File: src/lmf_pkg.sv
// Constants and types for the LED matrix function-register bank
// Operation
// - Phase bit D7: 0 no delay, 1 gives 180 degree PWM phase delay.
// - Row pull-down field D6:D4, default 011, eight resistor codes.
// - Column pull-up field D2:D0, default 011, same encoding as row field.
// - Twelve result registers read-only, six flags in D5:D0, upper bits zero.
// - Detect field written 01 launches one open pass, flags stored; code launches only when the field was 00 and no pass runs.
// - Detect field written 10 launches one short pass, flags stored; code launches only when the field was 00 and no pass runs.
// - Roll-off percentage D1:D0: 100, 75, 55, 30 percent.
// - Threshold D3:D2: 140, 120, 100, 90 degrees Celsius.
// - At threshold enter roll-off and reduce current to programmed percentage.
// - Spread enable D4 turns spreading on; range and cycle apply only then.
// - Spread range D3:D2: 5, 15, 24, 34 percent deviation.
// - Spread cycle D1:D0: 1980, 1200, 820, 660 microseconds.
// - Writing 0xae to 8Fh returns every register to default.
// - Power-up reset gives default values, display blank.
// - Rate at E2h applies only while unlock bit D0 of E0h is 1.
// - Rate code D7:D5 selects 29 kHz halving down to 453 Hz.
// - Detect field is config bits D2:D1; 00 off, 01/11 open, 10 short.
package lmf_pkg;
    localparam logic [7:0] ADDR_CONFIG   = 8'h50;
    localparam logic [7:0] ADDR_CURRENT  = 8'h51;
    localparam logic [7:0] ADDR_PULL     = 8'h52;
    localparam logic [7:0] ADDR_RES_LO   = 8'h53;
    localparam logic [7:0] ADDR_RES_HI   = 8'h5e;
    localparam logic [7:0] ADDR_THERM    = 8'h5f;
    localparam logic [7:0] ADDR_SPREAD   = 8'h60;
    localparam logic [7:0] ADDR_RESET    = 8'h8f;
    localparam logic [7:0] ADDR_UNLOCK   = 8'he0;
    localparam logic [7:0] ADDR_RATE     = 8'he2;
    localparam logic [7:0] RESET_MAGIC   = 8'hae;
    localparam logic [7:0] RST_PULL      = 8'h33;
    localparam logic [7:0] RST_ZERO      = 8'h00;
    localparam logic [7:0] MASK_PULL     = 8'hf7;
    localparam logic [7:0] MASK_RESULT   = 8'h3f;
    localparam logic [7:0] MASK_THERM    = 8'h0f;
    localparam logic [7:0] MASK_SPREAD   = 8'h1f;
    localparam logic [7:0] MASK_UNLOCK   = 8'h01;
    localparam logic [7:0] MASK_RATE     = 8'he0;
    localparam logic [7:0] MASK_CONFIG   = 8'hf7;
    localparam int         RESULT_NUM    = 12;
    localparam int         PHASE_BIT     = 7;
    localparam int         ROW_LSB       = 4;
    localparam int         DET_LSB       = 1;
    localparam int         SPREAD_EN_BIT = 4;
    localparam int         RATE_LSB      = 5;
    localparam logic [2:0] RATE_DEFAULT  = 3'h0;
    localparam logic [1:0] DET_OFF       = 2'h0;
    localparam logic [1:0] DET_SHORT     = 2'h2;
    // Detection pass length, in microseconds and in cycles
    localparam int          DET_TIME_US  = 10;
    localparam int          CLK_MHZ      = 20;
    localparam logic [15:0] DET_CYCLES   = 16'(DET_TIME_US * CLK_MHZ);
    // Thermal thresholds, degrees Celsius
    localparam logic [7:0] THR_C0 = 8'd140;
    localparam logic [7:0] THR_C1 = 8'd120;
    localparam logic [7:0] THR_C2 = 8'd100;
    localparam logic [7:0] THR_C3 = 8'd90;
    // Current scale in percent
    localparam logic [6:0] PCT_0 = 7'd100;
    localparam logic [6:0] PCT_1 = 7'd75;
    localparam logic [6:0] PCT_2 = 7'd55;
    localparam logic [6:0] PCT_3 = 7'd30;
    typedef enum logic [1:0] {
        LMF_IDLE = 2'b00,
        LMF_RUN  = 2'b01,
        LMF_DONE = 2'b11
    } lmf_det_t;

    function automatic logic [7:0] lmf_threshold(input logic [1:0] code);
        unique case (code)
            2'h0: lmf_threshold = THR_C0;
            2'h1: lmf_threshold = THR_C1;
            2'h2: lmf_threshold = THR_C2;
            2'h3: lmf_threshold = THR_C3;
        endcase
    endfunction

    function automatic logic [6:0] lmf_percent(input logic [1:0] code);
        unique case (code)
            2'h0: lmf_percent = PCT_0;
            2'h1: lmf_percent = PCT_1;
            2'h2: lmf_percent = PCT_2;
            2'h3: lmf_percent = PCT_3;
        endcase
    endfunction
endpackage

File: src/lmf_result_mem.sv
// Open/short result store: twelve six-bit words, registered read
`timescale 1ns/1ps
`default_nettype none
module lmf_result_mem
    import lmf_pkg::*;
(
    input  wire logic       sys_clk,
    input  wire logic       srst,
    input  wire logic       ce,
    input  wire logic       clr,
    input  wire logic       wr_en,
    input  wire logic [3:0] wr_idx,
    input  wire logic [5:0] wr_data,
    input  wire logic [3:0] rd_idx,
    output logic      [5:0] rd_data_ff
);
    logic [5:0] mem_ff [RESULT_NUM];

    always_ff @(posedge sys_clk) begin
        if (srst || (ce && clr)) begin
            for (int i = 0; i < RESULT_NUM; i++) begin
                mem_ff[i] <= 6'h00;
            end
        end else if (ce && wr_en) begin
            mem_ff[wr_idx] <= wr_data;
        end
    end

    always_ff @(posedge sys_clk) begin
        if (srst) begin
            rd_data_ff <= 6'h00;
        end else if (ce) begin
            rd_data_ff <= (rd_idx < 4'(RESULT_NUM)) ? mem_ff[rd_idx] : 6'h00;
        end
    end
endmodule
`default_nettype wire

File: src/lmf_detect.sv
// Open/short detection sequencer: one pass per launch
`timescale 1ns/1ps
`default_nettype none
module lmf_detect
    import lmf_pkg::*;
(
    input  wire logic        sys_clk,
    input  wire logic        srst,
    input  wire logic        ce,
    input  wire logic        start,
    input  wire logic [71:0] fault_in,
    output logic             busy_ff,
    output logic             wr_en_ff,
    output logic       [3:0] wr_idx_ff,
    output logic       [5:0] wr_data_ff
);
    lmf_det_t    st_ff;
    logic [15:0] cnt_ff;

    // Flags sampled word by word after the settle time, written one word per cycle
    always_ff @(posedge sys_clk) begin
        if (srst) begin
            st_ff      <= LMF_IDLE;
            cnt_ff     <= 16'h0000;
            busy_ff    <= 1'b0;
            wr_en_ff   <= 1'b0;
            wr_idx_ff  <= 4'h0;
            wr_data_ff <= 6'h00;
        end else if (ce) begin
            wr_en_ff <= 1'b0;
            unique case (st_ff)
                LMF_IDLE: begin
                    if (start) begin
                        st_ff   <= LMF_RUN;
                        cnt_ff  <= 16'h0000;
                        busy_ff <= 1'b1;
                    end
                end
                LMF_RUN: begin
                    if (cnt_ff == DET_CYCLES - 16'h0001) begin
                        st_ff     <= LMF_DONE;
                        cnt_ff    <= 16'h0000;
                    end else begin
                        cnt_ff <= cnt_ff + 16'h0001;
                    end
                end
                LMF_DONE: begin
                    wr_en_ff   <= 1'b1;
                    wr_idx_ff  <= cnt_ff[3:0];
                    wr_data_ff <= fault_in[cnt_ff[3:0]*6 +: 6];
                    if (cnt_ff == 16'(RESULT_NUM - 1)) begin
                        st_ff   <= LMF_IDLE;
                        busy_ff <= 1'b0;
                    end else begin
                        cnt_ff <= cnt_ff + 16'h0001;
                    end
                end
                default: st_ff <= LMF_IDLE;
            endcase
        end
    end
endmodule
`default_nettype wire

File: src/lmf_regs.sv
// Function-register bank of the LED matrix driver, page 1
`timescale 1ns/1ps
`default_nettype none
module lmf_regs
    import lmf_pkg::*;
(
    input  wire logic        sys_clk,
    input  wire logic        srst,
    input  wire logic        ce,
    input  wire logic        wr_stb,
    input  wire logic        rd_stb,
    input  wire logic [7:0]  addr,
    input  wire logic [7:0]  wdata,
    input  wire logic [7:0]  die_temp,
    input  wire logic [71:0] open_flags,
    input  wire logic [71:0] short_flags,
    output logic      [7:0]  rdata_ff,
    output logic             phase_choice_ff,
    output logic      [2:0]  row_pulldown_select_ff,
    output logic      [2:0]  column_pullup_select_ff,
    output logic             rolloff_active_ff,
    output logic      [6:0]  current_pct_ff,
    output logic             spread_enable_ff,
    output logic      [1:0]  spread_range_ff,
    output logic      [1:0]  spread_cycle_time_ff,
    output logic      [2:0]  pwm_rate_code_ff,
    output logic      [7:0]  global_current_value_ff,
    output logic             detect_busy_ff
);
    // ----------------------------------------------------------------
    // Register storage
    // ----------------------------------------------------------------
    logic [7:0] config_ff;
    logic [7:0] pull_ff;
    logic [7:0] therm_ff;
    logic [7:0] spread_ff;
    logic [7:0] unlock_ff;
    logic [7:0] rate_ff;
    logic       soft_rst_ff;
    logic       det_start;
    logic       det_short_ff;
    logic       det_busy;
    logic       res_wr;
    logic [3:0] res_idx;
    logic [5:0] res_data;
    logic [5:0] res_rd;
    logic [3:0] rd_idx;
    logic       rd_res_ff;
    logic [7:0] rd_other_ff;
    logic [1:0] det_field;
    logic [1:0] nxt_det_field;
    logic       cfg_wr;

    assign cfg_wr        = wr_stb && addr == ADDR_CONFIG;
    assign det_field     = config_ff[DET_LSB +: 2];
    assign nxt_det_field = wdata[DET_LSB +: 2];
    // Launch only on a move from off to a detect code
    assign det_start     = ce && cfg_wr && det_field == DET_OFF
                           && nxt_det_field != DET_OFF && !det_busy;
    assign rd_idx        = 4'(addr - ADDR_RES_LO);

    // Magic write resets the registers, detection and result store on the following edge
    always_ff @(posedge sys_clk) begin
        if (srst) begin
            soft_rst_ff <= 1'b0;
        end else if (ce) begin
            soft_rst_ff <= wr_stb && addr == ADDR_RESET && wdata == RESET_MAGIC;
        end
    end

    // Writable registers; reserved bits masked off
    always_ff @(posedge sys_clk) begin
        if (srst || soft_rst_ff) begin
            config_ff <= RST_ZERO;
            global_current_value_ff <= RST_ZERO;
            pull_ff   <= RST_PULL;
            therm_ff  <= RST_ZERO;
            spread_ff <= RST_ZERO;
            unlock_ff <= RST_ZERO;
            rate_ff   <= RST_ZERO;
        end else if (ce && wr_stb) begin
            unique case (addr)
                ADDR_CONFIG: config_ff <= wdata & MASK_CONFIG;
                ADDR_CURRENT: global_current_value_ff <= wdata;
                ADDR_PULL:   pull_ff   <= wdata & MASK_PULL;
                ADDR_THERM:  therm_ff  <= wdata & MASK_THERM;
                ADDR_SPREAD: spread_ff <= wdata & MASK_SPREAD;
                ADDR_UNLOCK: unlock_ff <= wdata & MASK_UNLOCK;
                ADDR_RATE:   rate_ff   <= wdata & MASK_RATE;
                default: ;
            endcase
        end
    end

    // ----------------------------------------------------------------
    // Detection
    // ----------------------------------------------------------------
    always_ff @(posedge sys_clk) begin
        if (srst || soft_rst_ff) begin
            det_short_ff <= 1'b0;
        end else if (det_start) begin
            det_short_ff <= nxt_det_field == DET_SHORT;
        end
    end

    lmf_detect lmf_detect_inst (
        .sys_clk    (sys_clk),
        .srst       (srst || soft_rst_ff),
        .ce         (ce),
        .start      (det_start),
        .fault_in   (det_short_ff ? short_flags : open_flags),
        .busy_ff    (det_busy),
        .wr_en_ff   (res_wr),
        .wr_idx_ff  (res_idx),
        .wr_data_ff (res_data)
    );

    lmf_result_mem lmf_result_mem_inst (
        .sys_clk    (sys_clk),
        .srst       (srst),
        .ce         (ce),
        .clr        (soft_rst_ff),
        .wr_en      (res_wr),
        .wr_idx     (res_idx),
        .wr_data    (res_data),
        .rd_idx     (rd_idx),
        .rd_data_ff (res_rd)
    );

    // ----------------------------------------------------------------
    // Read path: two cycles from strobe to data
    // ----------------------------------------------------------------
    always_ff @(posedge sys_clk) begin
        if (srst) begin
            rd_res_ff   <= 1'b0;
            rd_other_ff <= 8'h00;
        end else if (ce) begin
            rd_res_ff <= rd_stb && addr >= ADDR_RES_LO && addr <= ADDR_RES_HI;
            unique case (addr)
                ADDR_CONFIG: rd_other_ff <= config_ff;
                ADDR_CURRENT: rd_other_ff <= global_current_value_ff;
                ADDR_PULL:   rd_other_ff <= pull_ff;
                ADDR_THERM:  rd_other_ff <= therm_ff;
                ADDR_SPREAD: rd_other_ff <= spread_ff;
                ADDR_UNLOCK: rd_other_ff <= unlock_ff;
                ADDR_RATE:   rd_other_ff <= rate_ff;
                default:     rd_other_ff <= 8'h00;
            endcase
        end
    end

    // Mux after the registered memory read; result words read zero above D5
    always_ff @(posedge sys_clk) begin
        if (srst) begin
            rdata_ff <= 8'h00;
        end else if (ce) begin
            rdata_ff <= rd_res_ff ? {2'b00, res_rd} : rd_other_ff;
        end
    end

    // ----------------------------------------------------------------
    // Decoded controls
    // ----------------------------------------------------------------
    always_ff @(posedge sys_clk) begin
        if (srst) begin
            phase_choice_ff         <= 1'b0;
            row_pulldown_select_ff  <= RST_PULL[ROW_LSB +: 3];
            column_pullup_select_ff <= RST_PULL[2:0];
        end else if (ce) begin
            phase_choice_ff         <= pull_ff[PHASE_BIT];
            row_pulldown_select_ff  <= pull_ff[ROW_LSB +: 3];
            column_pullup_select_ff <= pull_ff[2:0];
        end
    end

    // Roll-off follows die temperature against the chosen threshold
    always_ff @(posedge sys_clk) begin
        if (srst) begin
            rolloff_active_ff <= 1'b0;
            current_pct_ff    <= PCT_0;
        end else if (ce) begin
            rolloff_active_ff <= die_temp >= lmf_threshold(therm_ff[3:2]);
            current_pct_ff    <= (die_temp >= lmf_threshold(therm_ff[3:2]))
                                 ? lmf_percent(therm_ff[1:0]) : PCT_0;
        end
    end

    // Range and cycle are forced to zero while spreading is off
    always_ff @(posedge sys_clk) begin
        if (srst) begin
            spread_enable_ff     <= 1'b0;
            spread_range_ff      <= 2'h0;
            spread_cycle_time_ff <= 2'h0;
        end else if (ce) begin
            spread_enable_ff     <= spread_ff[SPREAD_EN_BIT];
            spread_range_ff      <= spread_ff[SPREAD_EN_BIT] ? spread_ff[3:2] : 2'h0;
            spread_cycle_time_ff <= spread_ff[SPREAD_EN_BIT] ? spread_ff[1:0] : 2'h0;
        end
    end

    // Code 111 is the same rate as 000; downstream maps both to the top rate
    always_ff @(posedge sys_clk) begin
        if (srst) begin
            pwm_rate_code_ff <= RATE_DEFAULT;
            detect_busy_ff   <= 1'b0;
        end else if (ce) begin
            pwm_rate_code_ff <= unlock_ff[0] ? rate_ff[RATE_LSB +: 3]
                                             : RATE_DEFAULT;
            detect_busy_ff   <= det_busy;
        end
    end

    // ----------------------------------------------------------------
    // Checks
    // ----------------------------------------------------------------
    property p_rate_locked;
        @(posedge sys_clk) disable iff (srst)
        ce && !unlock_ff[0] |=> pwm_rate_code_ff == RATE_DEFAULT;
    endproperty
    a_rate_locked: assert property (p_rate_locked) else $error("rate moved while locked");

    property p_soft_reset;
        @(posedge sys_clk) disable iff (srst)
        ce && wr_stb && addr == ADDR_RESET && wdata == RESET_MAGIC
            |=> ##1 pull_ff == RST_PULL && rate_ff == RST_ZERO;
    endproperty
    a_soft_reset: assert property (p_soft_reset) else $error("magic write no reset");

    property p_result_upper;
        @(posedge sys_clk) disable iff (srst)
        rd_res_ff && ce |=> rdata_ff[7:6] == 2'b00;
    endproperty
    a_result_upper: assert property (p_result_upper) else $error("result upper bits set");

    property p_reserved_zero;
        @(posedge sys_clk) disable iff (srst)
        (pull_ff[3] == 1'b0) && (therm_ff[7:4] == 4'h0) && (rate_ff[4:0] == 5'h00);
    endproperty
    a_reserved_zero: assert property (p_reserved_zero) else $error("reserved bit set");

    property p_spread_off;
        @(posedge sys_clk) disable iff (srst)
        ce && !spread_ff[SPREAD_EN_BIT] |=> spread_range_ff == 2'h0 && !spread_enable_ff;
    endproperty
    a_spread_off: assert property (p_spread_off) else $error("spread active when off");

    property p_phase;
        @(posedge sys_clk) disable iff (srst)
        ce |=> phase_choice_ff == $past(pull_ff[PHASE_BIT]);
    endproperty
    a_phase: assert property (p_phase) else $error("phase bit not followed");

    property p_rolloff_pct;
        @(posedge sys_clk) disable iff (srst)
        rolloff_active_ff && therm_ff[1:0] == 2'h3 && $stable(therm_ff) |-> current_pct_ff == PCT_3;
    endproperty
    a_rolloff_pct: assert property (p_rolloff_pct) else $error("rolloff pct wrong");

    property p_det_launch;
        @(posedge sys_clk) disable iff (srst || soft_rst_ff)
        det_start |=> ##[1:2] det_busy;
    endproperty
    a_det_launch: assert property (p_det_launch) else $error("detection not launched");

    property p_cool;
        @(posedge sys_clk) disable iff (srst)
        ce && die_temp < lmf_threshold(therm_ff[3:2]) |=> !rolloff_active_ff;
    endproperty
    a_cool: assert property (p_cool) else $error("rolloff below threshold");

    property p_row_sel;
        @(posedge sys_clk) disable iff (srst)
        ce |=> row_pulldown_select_ff == $past(pull_ff[ROW_LSB +: 3]);
    endproperty
    a_row_sel: assert property (p_row_sel) else $error("row select not followed");

    property p_col_sel;
        @(posedge sys_clk) disable iff (srst)
        ce |=> column_pullup_select_ff == $past(pull_ff[2:0]);
    endproperty
    a_col_sel: assert property (p_col_sel) else $error("column select not followed");

    property p_rate_open;
        @(posedge sys_clk) disable iff (srst)
        ce && unlock_ff[0] |=> pwm_rate_code_ff == $past(rate_ff[RATE_LSB +: 3]);
    endproperty
    a_rate_open: assert property (p_rate_open) else $error("rate code not applied");

    property p_spread_on;
        @(posedge sys_clk) disable iff (srst)
        ce && spread_ff[SPREAD_EN_BIT] |=> spread_enable_ff
            && spread_range_ff == $past(spread_ff[3:2])
            && spread_cycle_time_ff == $past(spread_ff[1:0]);
    endproperty
    a_spread_on: assert property (p_spread_on) else $error("spread fields not applied");

    property p_det_open;
        @(posedge sys_clk) disable iff (srst || soft_rst_ff)
        det_start && nxt_det_field != DET_SHORT |=> !det_short_ff;
    endproperty
    a_det_open: assert property (p_det_open) else $error("open pass took short flags");

    property p_det_short;
        @(posedge sys_clk) disable iff (srst || soft_rst_ff)
        det_start && nxt_det_field == DET_SHORT |=> det_short_ff;
    endproperty
    a_det_short: assert property (p_det_short) else $error("short pass took open flags");

    property p_hot;
        @(posedge sys_clk) disable iff (srst)
        ce && die_temp >= lmf_threshold(therm_ff[3:2]) |=> rolloff_active_ff;
    endproperty
    a_hot: assert property (p_hot) else $error("no rolloff at threshold");
endmodule
`default_nettype wire

File: config.mk
export PLATFORM = sky130hd
export DESIGN_NAME = lmf_regs
export DESIGN_NICKNAME = d
export VERILOG_FILES = /design/src/lmf_pkg.sv /design/src/lmf_result_mem.sv /design/src/lmf_detect.sv /design/src/lmf_regs.sv
export SDC_FILE = /design/constraint.sdc
export NUM_CORES = 1
export LEC_CHECK = 0
export BUFFER_PORTS_ARGS = -buffer_cell sky130_fd_sc_hd__buf_2
export CAP_MARGIN = 20
export CORE_MARGIN = 2
export CORE_UTILIZATION = 43
export DETAILED_ROUTE_END_ITERATION = 10
export PLACE_DENSITY = 0.67
export SKIP_CTS_REPAIR_TIMING = 1
export SYNTH_ARGS = -nofsm -noshare
export SYNTH_HDL_FRONTEND = slang
export SYNTH_SLANG_ARGS = --single-unit
File: constraint.sdc
create_clock -name sys_clk -period 3.4 [get_ports sys_clk]
set_input_delay 0.68 -clock sys_clk [delete_from_list [all_inputs] [get_ports sys_clk]]
set_output_delay 0.68 -clock sys_clk [all_outputs]
set_load 0.005 [all_outputs]
==> impl_metrics.prom, run 1 <==
# TYPE chip_impl_metric gauge
chip_impl_metric{name="synth_cell_type_count",unit=""} 73
chip_impl_metric{name="vias",unit=""} 8306
chip_impl_metric{name="tightestPinTransition",unit="ns"} 0.936
chip_impl_metric{name="swShare",unit="%"} 23.7
chip_impl_metric{name="comb_power_share",unit="%"} 8.9
chip_impl_metric{name="grt.met1_usage",unit="%"} 29.0
chip_impl_metric{name="syn-cell-area",unit="µm²"} 9970
chip_impl_metric{name="core_area",unit="µm²"} 22700
chip_impl_metric{name="power.ir.vdd_worst",unit="mV"} 0.337
chip_impl_metric{name="sequentialPowerShare",unit="%"} 48.7
chip_impl_metric{name="dr.first_iter.drc_count",unit=""} 760
chip_impl_info{name="cts-root-buf",value="sky130_fd_sc_hd__clkbuf_16"} 1
chip_impl_metric{name="nets",unit=""} 1360
chip_impl_info{name="setup.worst_path.class",value="primary input to flop"} 1
chip_impl_info{name="clock_tree_from_tritoncts",value="done"} 1
chip_impl_metric{name="worst_skew_pair.late_latency",unit="ns"} 0.43
chip_impl_info{name="busiest_layer",value="met2"} 1
chip_impl_metric{name="total_global_routing_overflow",unit=""} 0
chip_impl_metric{name="dp.final_hpwl",unit="µm"} 21100
chip_impl_metric{name="cap_violations",unit=""} 0
chip_impl_metric{name="worst-path-max-fanout",unit=""} 8
chip_impl_metric{name="design_power_total",unit="mW"} 4.91
chip_impl_metric{name="clock_power_share",unit="%"} 42.3
chip_impl_metric{name="syn2layout_area_growth",unit="%"} 19.2
chip_impl_metric{name="number_of_global_route_vias_before_repair",unit=""} 7855
chip_impl_metric{name="routed_wirelength",unit="µm"} 27600
chip_impl_metric{name="cells_after_synthesis",unit=""} 979
chip_impl_metric{name="drt_first_pass_iters",unit=""} 8
chip_impl_metric{name="final.setup.tns",unit="ns"} 0
chip_impl_metric{name="dpl-instance-area",unit="µm²"} 11300
chip_impl_metric{name="final.setup_skew",unit="ns"} 0.0110
chip_impl_info{name="outcome",value="finished, final reports clean"} 1
chip_impl_metric{name="timing.final.setup_violations",unit=""} 0
chip_impl_metric{name="grtUsageMet2",unit="%"} 38.3
chip_impl_metric{name="globalplace.congestion",unit=""} 0.907
chip_impl_metric{name="ioPinCount",unit=""} 213
chip_impl_metric{name="detail_route.drc_violations",unit=""} 0
chip_impl_info{name="setup.worst_path.start",value="addr[0]"} 1
chip_impl_metric{name="die_w",unit="µm"} 156
chip_impl_metric{name="clock_tree.buffer_depth",unit=""} 2
chip_impl_metric{name="worst-endpoint-required",unit="ns"} 3.70
chip_impl_metric{name="n_fill_cell",unit=""} 2103
chip_impl_metric{name="ff_latch_count_synth",unit=""} 186
chip_impl_metric{name="ant_nets",unit=""} 0
chip_impl_metric{name="finalHoldViolations",unit=""} 0
chip_impl_metric{name="routed_vias_inst",unit=""} 5.67
chip_impl_metric{name="post_route_cells_drive_above_1_share",unit="%"} 28.4
chip_impl_metric{name="largest_net_degree_at_the_start_of_global_routing",unit=""} 42
chip_impl_metric{name="highest_clock_rate",unit="MHz"} 398
chip_impl_metric{name="clkSinkCount",unit=""} 186
chip_impl_info{name="dominantRegCellSynth",value="sky130_fd_sc_hd__dfxtp_1"} 1
chip_impl_info{name="rsz0062_at_grt",value="false"} 1
chip_impl_info{name="ff_to_ff_start",value="soft_rst_ff"} 1
chip_impl_metric{name="timing.final.crit_period",unit="ns"} 2.51
chip_impl_metric{name="synth_edf_count",unit=""} 72
chip_impl_info{name="commonest_non_fill_non_tap_cells_in_the_layout",value="sky130_fd_sc_hd__buf_2, sky130_fd_sc_hd__dfxtp_1, sky130_fd_sc_hd__nand2_1"} 1
chip_impl_metric{name="static-leakage-power",unit="nW"} 4.57
chip_impl_metric{name="portBuffers",unit=""} 212
chip_impl_metric{name="worst_ep_arrival_time",unit="ns"} 2.81
chip_impl_metric{name="initial_core_util",unit="%"} 43.9
chip_impl_metric{name="design.die.area",unit="µm²"} 24400
chip_impl_metric{name="cts_buffers",unit=""} 17
chip_impl_info{name="mostFrequentLayoutCell",value="sky130_fd_sc_hd__buf_2"} 1
chip_impl_metric{name="regArea",unit="µm²"} 4450
chip_impl_metric{name="multi_input_comb_area",unit="µm²"} 5160
chip_impl_metric{name="worst_slew_margin_rel",unit="%"} 37.0
chip_impl_metric{name="slew_violations",unit=""} 0
chip_impl_metric{name="number_of_h_tree_branching_levels",unit=""} 4
chip_impl_info{name="hp-start",value="config_ff[0]"} 1
chip_impl_metric{name="synth_seq_area_share",unit="%"} 44.6
chip_impl_info{name="cp-start-kind",value="primary input"} 1
chip_impl_metric{name="antenna_found_initial",unit=""} 1
chip_impl_metric{name="grt_util_overall",unit="%"} 22.8
chip_impl_metric{name="synth-async-reset-ratio",unit="%"} 0
chip_impl_metric{name="power.density",unit="nW/µm²"} 413
chip_impl_metric{name="grt_util_met3",unit="%"} 3.46
chip_impl_metric{name="placement_rows",unit=""} 55
chip_impl_metric{name="wire_per_inst",unit="µm"} 18.8
chip_impl_metric{name="floorplan.die.height",unit="µm"} 156
chip_impl_metric{name="fin_area",unit="µm²"} 11900
chip_impl_metric{name="syn-mean-instance-area",unit="µm²"} 10.2
chip_impl_metric{name="cts.clk_slew.worst_paths",unit="ns"} 0.07
chip_impl_metric{name="layout_worst_path_cycle_share",unit="%"} 73.8
chip_impl_metric{name="power.internal",unit="mW"} 3.75
chip_impl_info{name="setup.worst_path.end_class",value="flop"} 1
chip_impl_info{name="min-delay-path-class",value="flop to flop"} 1
chip_impl_metric{name="switching_power",unit="mW"} 1.16
chip_impl_metric{name="synthesis.nets",unit=""} 1173
chip_impl_metric{name="synthesis.yosys.warnings",unit=""} 0
chip_impl_metric{name="grt_pass1_wl",unit="µm"} 42700
==> power groups by stage <==
stage	logic [mW]	clock network (mW)	registers (mW)
after global routing	0.474	2.18	2.40
after floorplan	0.238	0	2.43
after CTS	0.438	2.09	2.39
after detailed placement	0.436	0	2.44
final	0.439	2.08	2.39
after global placement	0.431	0	2.44
==> critical path, stage by stage <==
cell                      delay, ns
sky130_fd_sc_hd__buf_2         0.12
sky130_fd_sc_hd__inv_1         0.11
sky130_fd_sc_hd__ha_1          0.37
sky130_fd_sc_hd__or3b_4        0.48
sky130_fd_sc_hd__nor4_4        0.39
sky130_fd_sc_hd__o221a_2       0.34
sky130_fd_sc_hd__o21ai_1       0.09
sky130_fd_sc_hd__a21oi_1       0.16
sky130_fd_sc_hd__nor2_1        0.05
==> flip-flops by register name, summed over array words and instances, names as in the netlist, 3 cells and up <==
| name | cells |
|---|---|
| config_ff | 7 |
| spread_ff | 5 |
| rdata_ff | 8 |
| therm_ff | 4 |
| lmf_result_mem_inst.mem_ff | 72 |
| lmf_detect_inst.wr_data_ff | 6 |
| global_current_value_ff | 8 |
| lmf_detect_inst.wr_idx_ff | 4 |
| pwm_rate_code_ff | 3 |
| row_pulldown_select_ff | 3 |
| lmf_result_mem_inst.rd_data_ff | 6 |
| pull_ff | 7 |
| column_pullup_select_ff | 3 |
| rd_other_ff | 8 |
| current_pct_ff | 7 |
| rate_ff | 3 |
| lmf_detect_inst.cnt_ff | 16 |
==> routing by layer <==
| metal | vias up | wire length (µm) |
|---|---|---|
| li1 | 4003 | - |
| met1 | 3876 | 11800 |
| met2 | 373 | 13100 |
| met3 | 54 | 1760 |
| met4 | 0 | 1010 |
| met5 | - | 0 |
==> final cells by class <==
class	instances	area share [%]
diodes	2	0.0421
repair buffers	235	10.4
clock inverters	14	1.53
well taps	285	3.00
flip-flops and latches	186	37.4
inverters	19	0.600
clock buffers	18	3.61
multi-input cells	707	43.4
==> logic make-up after synthesis <==
logic type      count (synthesis)  share of synthesized area (%)
simple gates                  376                           20.0
compound gates                207                           13.5
flops                         186                           44.6
mux                            99                           15.3
buf+inv                        86                           3.70
fa+ha+maj                      21                           2.63
xor+xnor                        4                          0.427
==> path summary, 6_finish.rpt <==
kind	endpoint	slack, ns	cells past startpoint
worst max-delay path	lmf_detect_inst.cnt_ff[4]	0.89	9
worst max register to register	lmf_result_mem_inst.mem_ff[4][4]	1.00	5
worst min register to register	config_ff[0]	0.47	2
worst min-delay path	config_ff[0]	0.47	2
==> per-stage QoR <==
stage / hold slack [ns] / utilization [%] / std cells / setup WS, ns
after floorplan: 0.436 / - / 979 / 0.767
after global placement: 0.448 / 49.6 / 1432 / 0.542
after detailed placement: 0.455 / 49.6 / 1432 / 0.479
after CTS: 0.464 / 52.3 / 1464 / 0.917
after global routing: 0.482 / 52.3 / 1465 / 0.725
final: 0.467 / 52.3 / 1466 / 0.890
==> Yosys cell counts, drive strengths merged (11+ instances only) <==
cell type / number / share of area, %
o21ai: 52 / 2.6
buf: 25 / 1.4
mux2i: 52 / 5.2
nand4: 11 / 0.69
nand3: 39 / 2.0
nand2b: 16 / 1.0
nor3: 28 / 1.6
a21oi: 66 / 3.4
ha: 21 / 2.6
clkbuf: 42 / 1.6
nor2b: 20 / 1.3
dfxtp: 114 / 23
inv: 15 / 0.56
nor2: 67 / 2.6
nand2: 86 / 3.3
a31oi: 12 / 0.75
and2: 76 / 4.8
a22o: 12 / 1.1
mux4: 42 / 9.5
edfxtp: 72 / 22
(Power assumes the default switching activity.)
==> inputs of run 2 (changes only) <==
==> constraint.sdc (replaced) <==
create_clock -name sys_clk -period 2.6 [get_ports sys_clk]
set_input_delay 0.52 -clock sys_clk [delete_from_list [all_inputs] [get_ports sys_clk]]
set_output_delay 0.52 -clock sys_clk [all_outputs]
set_load 0.005 [all_outputs]
==> impl_metrics.prom, run 2 (synthesis gave the netlist of run 1 again) <==
# TYPE chip_impl_metric gauge
chip_impl_metric{name="layout_worst_path_cycle_share",unit="%"} 89.2
chip_impl_info{name="mostFrequentLayoutCell",value="sky130_fd_sc_hd__buf_2"} 1
chip_impl_metric{name="antenna_cells_inserted",unit=""} 0
chip_impl_metric{name="dr.first_iter.drc_count",unit=""} 503
chip_impl_metric{name="place_worst_setup_slack",unit="ns"} 0.0724
chip_impl_metric{name="placedCellCount",unit=""} 1452
chip_impl_metric{name="post-route-worst-setup-slack",unit="ns"} 0.280
chip_impl_metric{name="largest_register_ff_count",unit=""} 72
chip_impl_info{name="setup.worst_path.class",value="flop to flop"} 1
chip_impl_metric{name="highest_clock_rate",unit="MHz"} 431
chip_impl_metric{name="static-leakage-power",unit="nW"} 4.65
chip_impl_metric{name="grt_pass1_wl",unit="µm"} 43000
chip_impl_metric{name="timing.final.crit_period",unit="ns"} 2.32
chip_impl_metric{name="syn2layout_area_growth",unit="%"} 20.4
chip_impl_metric{name="total_global_routing_overflow",unit=""} 0
chip_impl_metric{name="design_power_total",unit="mW"} 6.23
chip_impl_metric{name="drt_first_pass_iters",unit=""} 7
chip_impl_info{name="commonest_non_fill_non_tap_cells_in_the_layout",value="sky130_fd_sc_hd__buf_2, sky130_fd_sc_hd__dfxtp_1, sky130_fd_sc_hd__nand2_1"} 1
chip_impl_metric{name="final.setup.tns",unit="ns"} 0
chip_impl_metric{name="ioPinCount",unit=""} 213
chip_impl_info{name="cp-start-kind",value="flop"} 1
chip_impl_metric{name="worst_slew_margin_rel",unit="%"} 37.4
chip_impl_metric{name="die_w",unit="µm"} 156
chip_impl_metric{name="final.setup_skew",unit="ns"} 0.00906
chip_impl_metric{name="finalHoldViolations",unit=""} 0
chip_impl_metric{name="n_fill_cell",unit=""} 2063
chip_impl_metric{name="largest_net_degree_at_the_start_of_global_routing",unit=""} 44
chip_impl_metric{name="routed_vias_inst",unit=""} 5.64
chip_impl_info{name="hold_end",value="spread_ff[3]"} 1
chip_impl_info{name="layout_top_registers",value="lmf_result_mem_inst.mem_ff: 72 flops, lmf_detect_inst.cnt_ff: 16 flops"} 1
chip_impl_info{name="ff_to_ff_start",value="lmf_detect_inst.cnt_ff[0]"} 1
chip_impl_metric{name="antenna_found_initial",unit=""} 1
chip_impl_metric{name="number_of_h_tree_branching_levels",unit=""} 4
chip_impl_metric{name="routed_wirelength",unit="µm"} 27600
chip_impl_metric{name="tightestPinTransition",unit="ns"} 0.939
chip_impl_metric{name="clock_tree.buffer_depth",unit=""} 2
chip_impl_metric{name="vias",unit=""} 8366
chip_impl_metric{name="timing.final.setup_violations",unit=""} 0
chip_impl_metric{name="initial_core_util",unit="%"} 43.9
chip_impl_metric{name="design.die.area",unit="µm²"} 24400
chip_impl_metric{name="post_route_cells_drive_above_1_share",unit="%"} 29.5
chip_impl_metric{name="number_of_global_route_vias_before_repair",unit=""} 7979
chip_impl_metric{name="stdcell_count",unit=""} 1484
chip_impl_metric{name="cts_buffers",unit=""} 17
chip_impl_metric{name="cap_violations",unit=""} 0
chip_impl_metric{name="nets",unit=""} 1380
chip_impl_metric{name="power.density",unit="nW/µm²"} 519
chip_impl_metric{name="ant_nets",unit=""} 0
chip_impl_metric{name="placement_rows",unit=""} 55
chip_impl_metric{name="portBuffers",unit=""} 212
chip_impl_metric{name="regToRegSetupSlack",unit="ns"} 0.28
chip_impl_metric{name="cts.clk_slew.worst_paths",unit="ns"} 0.07
chip_impl_metric{name="worst-path-buf-inv",unit=""} 0
chip_impl_info{name="min-delay-path-class",value="primary input to flop"} 1
chip_impl_metric{name="slew_violations",unit=""} 0
chip_impl_metric{name="worst-endpoint-required",unit="ns"} 2.97
chip_impl_metric{name="timing.critical_path.slowest_cell_delay",unit="ns"} 0.62
chip_impl_metric{name="globalplace.congestion",unit=""} 0.925
chip_impl_metric{name="wire_per_inst",unit="µm"} 18.6
chip_impl_info{name="cp_top_family",value="compound AO/OA/AOI/OAI gates"} 1
chip_impl_info{name="path_cells",value="ha_1 -> nor4b_1 -> nand4_1 -> o221ai_2 -> o21ai_1 -> a21oi_1"} 1
chip_impl_metric{name="min_path_cells",unit=""} 3
chip_impl_info{name="rsz0062_at_grt",value="false"} 1
chip_impl_metric{name="floorplan.die.height",unit="µm"} 156
chip_impl_metric{name="dp.final_hpwl",unit="µm"} 21100
chip_impl_metric{name="detail_route.drc_violations",unit=""} 0
chip_impl_info{name="setup.worst_path.end_class",value="flop"} 1
chip_impl_info{name="largest-register",value="lmf_result_mem_inst.mem_ff"} 1
chip_impl_info{name="cts-root-buf",value="sky130_fd_sc_hd__clkbuf_16"} 1
chip_impl_info{name="rr_endpoint",value="lmf_detect_inst.cnt_ff[15]"} 1
chip_impl_metric{name="ff2ff_path_depth",unit=""} 6
chip_impl_metric{name="grt_util_overall",unit="%"} 22.9
chip_impl_info{name="hp-start",value="wdata[3]"} 1
chip_impl_metric{name="power.ir.vdd_worst",unit="mV"} 0.531
chip_impl_metric{name="core_area",unit="µm²"} 22700
chip_impl_info{name="clock_tree_from_tritoncts",value="done"} 1
chip_impl_metric{name="worst-path-max-fanout",unit=""} 12
chip_impl_metric{name="clkSinkCount",unit=""} 186
chip_impl_metric{name="worst_skew_pair.late_latency",unit="ns"} 0.44
chip_impl_metric{name="worst_ep_arrival_time",unit="ns"} 2.69
chip_impl_info{name="outcome",value="finished, final reports clean"} 1
chip_impl_info{name="crit_slowest_cell",value="sky130_fd_sc_hd__o221ai_2"} 1
[run 2: how the worst max path moves through the flow]
stage                                       to                 startpoint  cells past startpoint  slack (ns)
finish              lmf_detect_inst.cnt_ff[15]  lmf_detect_inst.cnt_ff[0]                      6        0.28
floorplan            lmf_detect_inst.cnt_ff[4]                    addr[0]                     10        0.13
global placement    lmf_detect_inst.cnt_ff[10]                    addr[1]                      8        0.09
global route        lmf_detect_inst.cnt_ff[15]  lmf_detect_inst.cnt_ff[0]                      6        0.12
detailed placement  lmf_detect_inst.cnt_ff[10]                    addr[1]                      8        0.07
CTS                 lmf_detect_inst.cnt_ff[15]  lmf_detect_inst.cnt_ff[0]                      6        0.32
[run 2: report_power, final]
| part | switching (mW) | internal [mW] | total (mW) |
|---|---|---|---|
| sequential | 0.0334 | 3.10 | 3.13 |
| clock | 1.13 | 1.37 | 2.51 |
| combinational | 0.310 | 0.284 | 0.593 |
[run 2: layout make-up]
type	count	area, µm²	area share (%)
Inverter	19	71.3	0.594
Clock inverter	14	116	0.969
Clock buffer	18	450	3.75
Tap cell	285	357	2.97
Multi-Input combinational cell	707	5160	43.0
Sequential cell	186	4450	37.0
Timing Repair Buffer	255	1410	11.7
[run 2: tightest hold or removal path, cell delays in order]
cell	delay [ns]
sky130_fd_sc_hd__buf_2	0.13
sky130_fd_sc_hd__nand3_1	0.07
sky130_fd_sc_hd__a21oi_1	0.05
[run 2: per-stage QoR]
step                      utilization, %  instance area [µm²]  hold WS (ns)
after CTS                           52.9                12000         0.365
after floorplan                        -                 9970         0.436
final                               52.9                12000         0.383
after global routing                52.9                12000         0.385
after global placement              50.4                11400         0.445
after detailed placement            50.4                11400         0.448
[run 2: per-layer routing]
layer	part of all wire (%)	GRT usage, %
met1	42	28.5
met4	2.6	8.65
met2	50	40.3
met3	5.7	3.43
met5	0.047	0
==> inputs of run 3 (changes only) <==
--- a/config.mk
+++ b/config.mk
@@ -8,9 +8,9 @@
 export BUFFER_PORTS_ARGS = -buffer_cell sky130_fd_sc_hd__buf_2
 export CAP_MARGIN = 20
 export CORE_MARGIN = 2
-export CORE_UTILIZATION = 43
+export CORE_UTILIZATION = 54
 export DETAILED_ROUTE_END_ITERATION = 10
-export PLACE_DENSITY = 0.67
+export PLACE_DENSITY = 0.81
 export SKIP_CTS_REPAIR_TIMING = 1
 export SYNTH_ARGS = -nofsm -noshare
 export SYNTH_HDL_FRONTEND = slang
==> impl_metrics.prom, run 3 (synthesis gave the netlist of run 1 again) <==
# TYPE chip_impl_metric gauge
chip_impl_metric{name="timing.final.setup_violations",unit=""} 0
chip_impl_metric{name="final.setup_skew",unit="ns"} 0.00921
chip_impl_info{name="min-delay-path-class",value="primary input to flop"} 1
chip_impl_metric{name="power.density",unit="nW/µm²"} 530
chip_impl_metric{name="fin_area",unit="µm²"} 12000
chip_impl_metric{name="place_worst_setup_slack",unit="ns"} 0.0770
chip_impl_metric{name="timing.final.crit_period",unit="ns"} 2.31
chip_impl_metric{name="post_route_cells_drive_above_1_share",unit="%"} 29.9
chip_impl_metric{name="cap_violations",unit=""} 0
chip_impl_metric{name="cts_buffers",unit=""} 17
chip_impl_metric{name="core_area",unit="µm²"} 18000
chip_impl_info{name="commonest_non_fill_non_tap_cells_in_the_layout",value="sky130_fd_sc_hd__buf_2, sky130_fd_sc_hd__dfxtp_1, sky130_fd_sc_hd__nand2_1"} 1
chip_impl_metric{name="worst-endpoint-required",unit="ns"} 2.97
chip_impl_metric{name="placement_rows",unit=""} 49
chip_impl_metric{name="portBuffers",unit=""} 212
chip_impl_metric{name="total_global_routing_overflow",unit=""} 0
chip_impl_info{name="cp_top_family",value="compound AO/OA/AOI/OAI gates"} 1
chip_impl_info{name="clock_tree_from_tritoncts",value="done"} 1
chip_impl_info{name="layout_top_registers",value="lmf_result_mem_inst.mem_ff: 72 flops, lmf_detect_inst.cnt_ff: 16 flops"} 1
chip_impl_metric{name="drt_first_pass_iters",unit=""} 8
chip_impl_metric{name="antenna_found_initial",unit=""} 0
chip_impl_metric{name="worst_skew_pair.late_latency",unit="ns"} 0.45
chip_impl_info{name="rsz0062_at_grt",value="false"} 1
chip_impl_info{name="setup.worst_path.class",value="flop to flop"} 1
chip_impl_metric{name="detail_route.drc_violations",unit=""} 0
chip_impl_metric{name="dpl-instance-area",unit="µm²"} 11400
chip_impl_metric{name="routed_wirelength",unit="µm"} 27600
chip_impl_metric{name="final.setup.tns",unit="ns"} 0
chip_impl_info{name="outcome",value="finished, final reports clean"} 1
chip_impl_metric{name="design_power_total",unit="mW"} 6.35
chip_impl_info{name="setup.worst_path.end_class",value="flop"} 1
chip_impl_metric{name="largest_net_degree_at_the_start_of_global_routing",unit=""} 42
chip_impl_metric{name="tightestPinTransition",unit="ns"} 0.991
chip_impl_metric{name="die_w",unit="µm"} 140
chip_impl_metric{name="worst-path-max-fanout",unit=""} 12
chip_impl_metric{name="post-route-util",unit="%"} 66.5
chip_impl_metric{name="ant_nets",unit=""} 0
chip_impl_metric{name="worst-path-buf-inv",unit=""} 0
chip_impl_metric{name="worst_ep_arrival_time",unit="ns"} 2.68
chip_impl_metric{name="timing.critical_path.slowest_cell_delay",unit="ns"} 0.63
chip_impl_metric{name="slew_violations",unit=""} 0
chip_impl_info{name="largest-register",value="lmf_result_mem_inst.mem_ff"} 1
chip_impl_metric{name="layout_worst_path_cycle_share",unit="%"} 88.9
chip_impl_metric{name="ioPinCount",unit=""} 213
chip_impl_info{name="mostFrequentLayoutCell",value="sky130_fd_sc_hd__buf_2"} 1
chip_impl_info{name="path_cells",value="ha_1 -> nor4b_1 -> nand4_1 -> o221ai_2 -> o21ai_1 -> a21oi_1"} 1
chip_impl_metric{name="worst_slew_margin_rel",unit="%"} 33.4
chip_impl_metric{name="grt_pass1_wl",unit="µm"} 43500
chip_impl_metric{name="syn2layout_area_growth",unit="%"} 20.2
chip_impl_metric{name="post-route-worst-setup-slack",unit="ns"} 0.289
chip_impl_info{name="crit_slowest_cell",value="sky130_fd_sc_hd__o221ai_2"} 1
chip_impl_metric{name="vias",unit=""} 8617
chip_impl_metric{name="power.ir.vdd_worst",unit="mV"} 0.462
chip_impl_metric{name="routed_vias_inst",unit=""} 6.02
chip_impl_metric{name="static-leakage-power",unit="nW"} 4.66
chip_impl_metric{name="wire_per_inst",unit="µm"} 19.3
chip_impl_metric{name="grt_util_overall",unit="%"} 28.5
chip_impl_metric{name="largest_register_ff_count",unit=""} 72
chip_impl_metric{name="initial_core_util",unit="%"} 55.3
chip_impl_metric{name="globalplace.congestion",unit=""} 0.934
chip_impl_metric{name="cts.clk_slew.worst_paths",unit="ns"} 0.07
chip_impl_metric{name="number_of_h_tree_branching_levels",unit=""} 4
chip_impl_metric{name="clock_tree.buffer_depth",unit=""} 2
chip_impl_info{name="cp-start-kind",value="flop"} 1
chip_impl_metric{name="nets",unit=""} 1384
chip_impl_metric{name="finalHoldViolations",unit=""} 0
chip_impl_metric{name="dr.first_iter.drc_count",unit=""} 818
chip_impl_metric{name="floorplan.die.height",unit="µm"} 140
chip_impl_metric{name="number_of_global_route_vias_before_repair",unit=""} 8288
chip_impl_info{name="cts-root-buf",value="sky130_fd_sc_hd__clkbuf_16"} 1
chip_impl_metric{name="design.die.area",unit="µm²"} 19600
chip_impl_metric{name="clkSinkCount",unit=""} 186
chip_impl_metric{name="dp.final_hpwl",unit="µm"} 20700
chip_impl_metric{name="antenna_cells_inserted",unit=""} 0
chip_impl_metric{name="highest_clock_rate",unit="MHz"} 433
-- run 3: worst paths after layout --
kind / from / to / slack, ns / cells past startpoint
min reg2reg: config_ff[4] / config_ff[4] / 0.46 / 2
max: lmf_detect_inst.cnt_ff[0] / lmf_detect_inst.cnt_ff[9] / 0.29 / 6
min: wdata[1] / det_short_ff / 0.38 / 2
max reg2reg: lmf_detect_inst.cnt_ff[0] / lmf_detect_inst.cnt_ff[9] / 0.29 / 6
-- run 3: per-layer routing --
layer	track usage, %	vias to the layer above	routed length, µm
met4	13.3	0	1080
li1	-	4048	-
met1	34.2	4033	10500
met5	0	-	0
met2	50.4	470	14100
met3	4.17	66	2010
-- run 3: layout make-up --
cell class | count | area (µm²)
Timing Repair Buffer | 259 | 1430
Tap cell | 229 | 287
Multi-Input combinational cell | 707 | 5160
Clock inverter | 15 | 166
Sequential cell | 186 | 4450
Clock buffer | 17 | 425
Inverter | 19 | 71.3
Fill cell | 1394 | 6040
-- run 3: power breakdown --
part	switching [mW]	internal [mW]
clock	1.19	1.43
combinational	0.313	0.285
sequential	0.0360	3.10
total	1.54	4.82
-- run 3: worst register-to-register path: cells and delay by family (launching register included) --
kind            cells  cell delay, ns
compound gates      3            0.96
simple gates        2            0.67
flops               1            0.35
fa+ha+maj           1            0.26
-- run 3: through the flow --
stage          std cells  hold slack, ns
2_1_floorplan        979           0.436
3_3_place_gp        1400           0.442
4_1_cts             1432           0.361
6_report            1432           0.385
3_5_place_dp        1400           0.449
5_1_grt             1432           0.385
